$ cat config.mk
export PLATFORM = sky130hd
export DESIGN_NAME = ies_sev_select
export DESIGN_NICKNAME = d
export VERILOG_FILES = /design/src/rtl/ies_pkg.sv /design/src/rtl/ies_sev_select.sv
export SDC_FILE = /design/constraint.sdc
export NUM_CORES = 1
export LEC_CHECK = 0
export BUFFER_PORTS_ARGS = -buffer_cell sky130_fd_sc_hd__buf_2
export CAP_MARGIN = 20
export CORE_UTILIZATION = 50
export CTS_CLUSTER_SIZE = 40
export DETAILED_ROUTE_END_ITERATION = 10
export PLACE_DENSITY = 0.79
export SLEW_MARGIN = 10
export SYNTH_ARGS = -nofsm -noshare
export SYNTH_HDL_FRONTEND = slang
export SYNTH_SLANG_ARGS = --single-unit
$ cat constraint.sdc
create_clock -name sys_clk_i -period 2.9 [get_ports sys_clk_i]
set_input_delay 0.29 -clock sys_clk_i [delete_from_list [all_inputs] [get_ports sys_clk_i]]
set_output_delay 0.29 -clock sys_clk_i [all_outputs]
set_load 0.05 [all_outputs]
$ cat src/rtl/ies_pkg.sv
// Package for the internal error severity select block: map, fields, reset values.
// Assumes a single 32-bit AHB-Lite slave port on the core clock.
package ies_pkg;

	// ****************************************
	// Register map
	// ****************************************
	localparam logic [11:0] SEV_OFFSET   = 12'h048c;
	localparam logic [11:0] MASK_OFFSET  = 12'h0490;
	localparam logic [31:0] SEV_RESET    = 32'h0002_d511;
	localparam logic [31:0] SEV_WMASK    = 32'h0003_fff7;
	localparam logic [31:0] MASK_RESET   = 32'h0000_0000;
	localparam int          NUM_SRC      = 18;

	// ****************************************
	// Bus encodings
	// ****************************************
	localparam logic [1:0] HTRANS_NONSEQ = 2'h2;
	localparam logic [1:0] HTRANS_SEQ    = 2'h3;

	typedef struct packed {
		logic [NUM_SRC-1:0] corr;
		logic [NUM_SRC-1:0] uncorr;
	} ies_report_s;

endpackage : ies_pkg

$ cat src/rtl/ies_sev_select.sv
// Severity select register with AHB-Lite slave; routes error events to AER classes.
// Assumes err_i pulses come from logic on sys_clk_i; one slave on the bus.
// Notes on behaviour
// - Severity zero correctable, one uncorrectable
// - Bits 17,16 replay control; reset one, zero
// - Bit 15 datapath parity, resets to one
// - Bits 14..11 egress buffer errors severity
// - Bits 10..7 ingress buffer errors severity
// - Bits 6..4 egress timeouts; reset 0,0,1
// - Bits 2..0 ingress timeouts; reset 0,0,1
// - Masked sources never forwarded to reporting
//
// Local design decision: register access over AHB-Lite.
`timescale 1ns/1ps
`default_nettype none

module ies_sev_select (
	input  wire logic                 sys_clk_i,
	input  wire logic                 rst_i,
	input  wire logic                 clk_en_i,
	input  wire logic                 hsel_i,
	input  wire logic [31:0]          haddr_i,
	input  wire logic [1:0]           htrans_i,
	input  wire logic                 hwrite_i,
	input  wire logic [2:0]           hsize_i,
	input  wire logic [31:0]          hwdata_i,
	input  wire logic                 hready_i,
	output logic [31:0]               hrdata_o,
	output logic                      hreadyout_o,
	output logic                      hresp_o,
	input  wire logic [17:0]          err_i,
	output ies_pkg::ies_report_s      report_o,
	output logic [31:0]               severity_o
);

	// ****************************************
	// Address decode
	// ****************************************
	// Only the low twelve address bits are decoded, so the map aliases every 4 KB.
	function automatic logic reg_hit(
		input logic [11:0] addr,
		input logic [11:0] offset
	);
		return addr == offset;
	endfunction : reg_hit

	// ****************************************
	// Bus address phase capture
	// ****************************************
	logic        wr_pend_r;
	logic [11:0] wr_addr_r;
	logic [31:0] sev_r;
	logic [31:0] mask_r;
	logic [31:0] rdata_r;
	ies_pkg::ies_report_s rep_r;

	wire         addr_ok  = hsel_i && hready_i && htrans_i[1];
	wire         rd_take  = addr_ok && !hwrite_i;
	wire         wr_take  = addr_ok && hwrite_i;
	wire         sev_hit  = wr_pend_r && reg_hit(wr_addr_r, ies_pkg::SEV_OFFSET);
	wire         mask_hit = wr_pend_r && reg_hit(wr_addr_r, ies_pkg::MASK_OFFSET);
	wire [31:0]  sev_nxt  = hwdata_i & ies_pkg::SEV_WMASK;
	wire [31:0]  mask_nxt = hwdata_i & ies_pkg::SEV_WMASK;
	// A read right behind a write to the same register must see the new value,
	// since the write only lands at the end of its data phase.
	wire [31:0]  sev_rd   = sev_hit ? sev_nxt : sev_r;
	wire [31:0]  mask_rd  = mask_hit ? mask_nxt : mask_r;
	wire         rd_sev   = reg_hit(haddr_i[11:0], ies_pkg::SEV_OFFSET);
	wire         rd_mask  = reg_hit(haddr_i[11:0], ies_pkg::MASK_OFFSET);
	wire [31:0]  rd_sel   = rd_sev ? sev_rd : (rd_mask ? mask_rd : 32'h0000_0000);

	// Unmapped reads return zero and unmapped writes are dropped; always OKAY.
	assign hreadyout_o = 1'b1;
	assign hresp_o     = 1'b0;
	assign hrdata_o    = rdata_r;
	assign severity_o  = sev_r;
	assign report_o    = rep_r;

	always_ff @(posedge sys_clk_i) begin
		if (rst_i) begin
			wr_pend_r <= 1'b0;
			wr_addr_r <= 12'h000;
			rdata_r   <= 32'h0000_0000;
		end else if (clk_en_i) begin
			wr_pend_r <= wr_take;
			wr_addr_r <= haddr_i[11:0];
			if (rd_take) begin
				rdata_r <= rd_sel;
			end
		end
	end

	// ****************************************
	// Severity and mask registers
	// ****************************************
	always_ff @(posedge sys_clk_i) begin
		if (rst_i) begin
			sev_r  <= ies_pkg::SEV_RESET;
			mask_r <= ies_pkg::MASK_RESET;
		end else if (clk_en_i) begin
			if (sev_hit) begin
				sev_r <= sev_nxt;
			end
			if (mask_hit) begin
				mask_r <= mask_nxt;
			end
		end
	end

	// ****************************************
	// Error routing
	// ****************************************
	// Registered so the report lines are glitch free toward the AER logic.
	wire [17:0] fwd = err_i & ~mask_r[17:0] & ies_pkg::SEV_WMASK[17:0];

	always_ff @(posedge sys_clk_i) begin
		if (rst_i) begin
			rep_r <= '0;
		end else if (clk_en_i) begin
			rep_r.uncorr <= fwd & sev_r[17:0];
			rep_r.corr   <= fwd & ~sev_r[17:0];
		end
	end

	// ****************************************
	// Checks
	// ****************************************
	a_sev_reset: assert property (@(posedge sys_clk_i)
		rst_i |=> sev_r == 32'h0002_d511)
		else $error("severity reset value wrong");
	a_rst_replay: assert property (@(posedge sys_clk_i)
		rst_i |=> sev_r[17:16] == 2'h2)
		else $error("replay severity reset wrong");
	a_rst_parity: assert property (@(posedge sys_clk_i)
		rst_i |=> sev_r[15] == 1'h1)
		else $error("parity severity reset wrong");
	a_rst_egress: assert property (@(posedge sys_clk_i)
		rst_i |=> sev_r[14:11] == 4'ha)
		else $error("egress severity reset wrong");
	a_rst_ingress: assert property (@(posedge sys_clk_i)
		rst_i |=> sev_r[10:7] == 4'ha)
		else $error("ingress severity reset wrong");
	a_rst_eto: assert property (@(posedge sys_clk_i)
		rst_i |=> sev_r[6:4] == 3'h1)
		else $error("egress timeout reset wrong");
	a_rst_ito: assert property (@(posedge sys_clk_i)
		rst_i |=> sev_r[2:0] == 3'h1)
		else $error("ingress timeout reset wrong");
	a_out_reset: assert property (@(posedge sys_clk_i)
		rst_i |=> hrdata_o == 32'h0000_0000 && rep_r.corr == 18'h0_0000
			&& rep_r.uncorr == 18'h0_0000)
		else $error("outputs not cleared by reset");
	a_rsvd_zero: assert property (@(posedge sys_clk_i) disable iff (rst_i)
		(sev_r[31:18] == 14'h0000) && !sev_r[3])
		else $error("reserved severity bit set");
	a_mask_rsvd: assert property (@(posedge sys_clk_i) disable iff (rst_i)
		(mask_r[31:18] == 14'h0000) && !mask_r[3])
		else $error("reserved mask bit set");
	a_uncorr_route: assert property (@(posedge sys_clk_i) disable iff (rst_i)
		clk_en_i && err_i[15] && !mask_r[15] && sev_r[15] |=> rep_r.uncorr[15])
		else $error("uncorrectable not reported");
	a_corr_route: assert property (@(posedge sys_clk_i) disable iff (rst_i)
		clk_en_i && err_i[0] && !mask_r[0] && !sev_r[0] |=> rep_r.corr[0])
		else $error("correctable not reported");
	a_mask_block: assert property (@(posedge sys_clk_i) disable iff (rst_i)
		clk_en_i && mask_r[8] |=> !rep_r.corr[8] && !rep_r.uncorr[8])
		else $error("masked source forwarded");
	a_idle_quiet: assert property (@(posedge sys_clk_i) disable iff (rst_i)
		clk_en_i && err_i == 18'h0_0000 |=> rep_r.corr == 18'h0_0000
			&& rep_r.uncorr == 18'h0_0000)
		else $error("report without error");
	a_write_takes: assert property (@(posedge sys_clk_i) disable iff (rst_i)
		clk_en_i && sev_hit |=> sev_r == ($past(hwdata_i) & ies_pkg::SEV_WMASK))
		else $error("severity write lost");
	a_mask_write: assert property (@(posedge sys_clk_i) disable iff (rst_i)
		clk_en_i && mask_hit |=> mask_r == ($past(hwdata_i) & ies_pkg::SEV_WMASK))
		else $error("mask write lost");
	a_read_data: assert property (@(posedge sys_clk_i) disable iff (rst_i)
		clk_en_i && rd_take && rd_sev && !sev_hit |=> hrdata_o == $past(sev_r))
		else $error("severity read wrong");
	a_hold_sev: assert property (@(posedge sys_clk_i) disable iff (rst_i)
		!sev_hit |=> $stable(sev_r))
		else $error("severity changed without write");
	a_freeze_all: assert property (@(posedge sys_clk_i) disable iff (rst_i)
		!clk_en_i |=> $stable(sev_r) && $stable(mask_r) && $stable(rep_r)
			&& $stable(hrdata_o))
		else $error("state moved while frozen");
	a_no_both: assert property (@(posedge sys_clk_i) disable iff (rst_i)
		(rep_r.corr & rep_r.uncorr) == 18'h0_0000)
		else $error("error in both classes");
	a_rsvd_route: assert property (@(posedge sys_clk_i) disable iff (rst_i)
		!rep_r.corr[3] && !rep_r.uncorr[3])
		else $error("reserved source reported");
	c_sev_write: cover property (@(posedge sys_clk_i) sev_hit && clk_en_i);
	c_read_sev: cover property (@(posedge sys_clk_i) rd_take && haddr_i[11:0] == 12'h048c);
	c_uncorr: cover property (@(posedge sys_clk_i) rep_r.uncorr != 18'h0_0000);
	c_corr: cover property (@(posedge sys_clk_i) rep_r.corr != 18'h0_0000);
	c_masked: cover property (@(posedge sys_clk_i) clk_en_i && err_i[8] && mask_r[8]);

endmodule : ies_sev_select

`default_nettype wire

==> results summary <==
The launching element of the worst setup path is wr_addr_r[0]. The number of gates resized after CTS came out at 0. The number of buffers on the longest clock path came out at 2.

The register area share after synthesis came out at 0.489. The register share of total power came out at 0.424. STA classifies the critical path endpoint as a flip-flop. The ratio of cells with drive above 1 in the final layout is 0.308. The DRC violation total after the first TritonRoute iteration is 285. The number of cells on the worst reg-to-reg path is 5. The net total in the final layout is 823. The vertical die dimension is 110 µm. The final layout contains routed wiring with a total length of ~15 mm. The number of hold-slack violations in the final timing report came out at 0.

The flow ran to the end, and the final reports show no timing, DRC or antenna violations. The worst path meets setup with 348 ps of slack. The worst min-delay path startpoint is hwdata_i[0]. The critical path startpoint category is a flip-flop. The wire length of the first global-routing pass is around 23 mm. In the layout the commonest cells are 149 x buf_2, 143 x dfxtp_1, 75 x nor2_1.

The required time of the critical path came out at 3210 ps. The peak supply drop came out at 0.000417 V. In the final layout, the multi-input gates occupy 0.00276 mm². The category of the critical setup timing path is flip-flop to flip-flop. The highest cell delay on the worst timing path came out at 570 ps. The number of H-tree levels came out at 4. The clock sink total came out at between 100 and 150.

The leakage power of the design came out at 3.03 nW. The number of global-route vias before repair is about 4.8k. Internal power comes to 3.73 mW.

The count of buffers from port buffering is 150. Across the whole layout, storage elements account for 0.00286 mm². The headroom to the max-slew limit came out at 0.270. The number of ports placed on the die boundary is 195. The path with the worst hold slack has its endpoint at severity_o[0]. The async set-or-reset flop fraction in the synthesized netlist came out at 0. The peak clock frequency supported by timing is between 0.3 and 0.4 GHz. The maximum number of pins on one net before global-route repair came out at 67. For this design, the CTS-stage hold fixing added 0 buffers.

Of the total synthesized cell area, the portion taken by full adders, half adders and majority gates is 0. The final standard cell count with taps included and fillers excluded is 886. The multiplexer share of the synthesized area came out at 0.123. Compared with the post-synthesis result, the final layout area differs by 25.2%.

For the pin with the worst max-slew slack, the measured transition is between 1000 and 1500 ps. The via density per instance is ~5.5. In the global route stage, overall resource usage came out at 0.247. Yosys printed 0 warnings. The number of antenna cells inserted came out at 0. The register-to-register path setup slack came out at 350 ps. The buffers plus inverters on the worst setup path came out at 0. The switching fraction of total power came out at 0.215. Among all flip-flop cells after synthesis, the most frequent one is dfxtp_1. The cell at the root of the clock tree is clkbuf_16. The final cycle utilization of the critical path came out at 0.880. The cell that appears most often on the critical path is or4_4. The final instance area is 0.00732 mm². In the final routed layout, each cell accounts on average for 16.4 µm. The detail route stage leaves a number of antenna-violating nets equal to 0. The number of synthesized register bits is 143. The worst hold path belongs to the class input pin to flip-flop.

The worst register-to-register path begins at wr_addr_r[0]. The combinational power share came out at 0.065. On the critical path, the stage with the largest delay is an instance of or4_4.

The net switching power is 1.02 mW. The die outline area is 0.0121 mm². The fraction of synthesized cell area in xor and xnor cells is 0. The tool flagged a number of max-cap violations equal to 0. The count of buffers added by post-CTS timing repair for setup came out at 0.

Grouping stages by cell kind, the critical path spends the most delay in simple AND/OR/NAND/NOR gates. The detailed-router iteration count before antenna repair came out at 4. The share of total power dissipated in the clock network is 0.511.

The synthesized design contains 0 enable-type register cells. In this run the critical register-to-register path is captured at severity_o[28]. Synthesis handed over a netlist of between 500 and 600 instances. Counting distinct cell types in the post-synthesis netlist gives 37. The final route contains 4904 vias.

The clock tree from TritonCTS is built. The cell area after synthesis came out at about 0.006 mm². The fill cell total of the finished layout came out at 943.

Setup repair after global routing left no endpoint under its margin. The cell count after placement came out at 853. The clock latency at the later pin of the worst-skew pair is 410 ps. The CTS buffer count is 17. The instance count along the most critical hold path is 2. Setup violations remaining at the end of the flow were counted as 0. After detailed routing, the number of remaining DRC violations is 0. The sum of net half-perimeters after detailed placement came out at 9.63 mm. The initial antenna violation count came out at 0. The shortest period the worst path allows is roughly 2600 ps.

The post-synthesis compound-gate area fraction came out at 0.0971. The number of max-slew violations in the final report came to 0. The commonest non-fill, non-tap cell in the layout is buf_2.

The worst clock skew is 4.83 ps. Final hold analysis gives a worst-case slack of about 120 ps. The share of synthesized cell area in and, or, nand and nor gates is 0.246. The total overflow left after global routing is 0. The effective utilization at floorplan came out at 0.512. The final RePlAce weighted congestion is ~0.76. After synthesis, the largest family of logic cells by area is simple AND/OR/NAND/NOR gates. The signal on the critical path passes through or4_4, or4_4, nor2_8, nor2_1, and2_1. The post-synthesis average cell area came out at ~10 µm². The floorplan has 39 rows. Summed over all failing endpoints, the final setup total negative slack is 0 ps. The largest fanout on the critical path came out at 26.

STA puts the critical path data arrival time at approximately 2900 ps. The die width came out at 110 µm. The core area came out at 0.0114 mm². The clock input transition at the sequential cells of the worst setup and hold paths is 60 ps. Prior to clock tree synthesis, the placed netlist has a worst setup slack of 353 ps. The cell area after placement is 0.00664 mm².

The power density over the cells came out at 650 mW/mm².
[synthesized netlist by cell type, types with 2 or more instances]
cell type  number  area (µm²)
nor4_1          3        18.8
nand4b_1       17         149
dfxtp_1       143        2860
or4_4           2        22.5
buf_1           5        18.8
nor3b_1        18         135
and2_1         30         188
buf_8           2        30.0
o221a_2        17         191
and3b_1         2        17.5
clkbuf_1       28         105
a221oi_1       15         131
buf_6           3        33.8
mux2i_1        72         721
nand3b_1        2        15.0
nor3_2         10         100
nand2b_1       19         119
nor2_1         75         282
nand2_1        34         128
nand4_1         2        12.5
nor3_1         23         115
buf_4           7        52.6
nor2b_1         8        50.1
a21oi_1        35         175
conb_1          2        7.51
a211o_1         8        70.1
[power groups by stage]
stage	Combinational, mW	Sequential [mW]	Clock, mW
2_1_floorplan	0.136	2.14	0
3_3_place_gp	0.300	2.06	0
3_5_place_dp	0.309	2.06	0
4_1_cts	0.310	2.02	2.47
5_1_grt	0.334	2.02	2.56
6_report	0.310	2.02	2.43
[flip-flops by register name, summed over array words and instances, names as in the netlist]
signal and cells:
wr_addr_r 12, mask_r 32, wr_pend_r 1, severity_o 32
report_o 34, hrdata_o 32
[how the worst max path moves through the flow]
| stage | end | slack [ps] | cells after the start |
|---|---|---|---|
| after global placement | severity_o[30] | 400 | 5 |
| after detailed placement | severity_o[18] | 350 | 5 |
| after global routing | severity_o[30] | 190 | 5 |
| final | severity_o[28] | 350 | 5 |
| after CTS | severity_o[28] | 330 | 5 |
| after floorplan | severity_o[11] | 760 | 7 |
[stage by stage]
step / utilization / power (mW)
2_1_floorplan: - / 2.27
3_3_place_gp: 0.582 / 2.36
3_5_place_dp: 0.582 / 2.37
4_1_cts: 0.641 / 4.80
5_1_grt: 0.641 / 4.91
6_report: 0.641 / 4.76
[cells by family after synthesis]
logic type             after synthesis
AOI/OAI and AO/OA                   75
other                                2
and+or+nand+nor                    254
muxes                               72
DFF                                143
buffers and inverters               47
[layer usage]
layer  global-route usage  vias up  wire [µm]
met5                    0        -          0
met4                0.112        0        263
met3               0.0611       20       1030
met2                0.416      176       7220
met1                0.297     2329       6030
li1                     -     2379          -
[area by class of cell]
| cell class | count | area share |
|---|---|---|
| sequential | 143 | 0.391 |
| multi-input combinational | 405 | 0.377 |
| timing repair buffer | 162 | 0.115 |
| clock buffer | 22 | 0.0675 |
| clock inverter | 10 | 0.0246 |
| tap | 143 | 0.0244 |
| inverter | 1 | 0.000513 |
No activity file was read; power rests on OpenSTA's default activity.
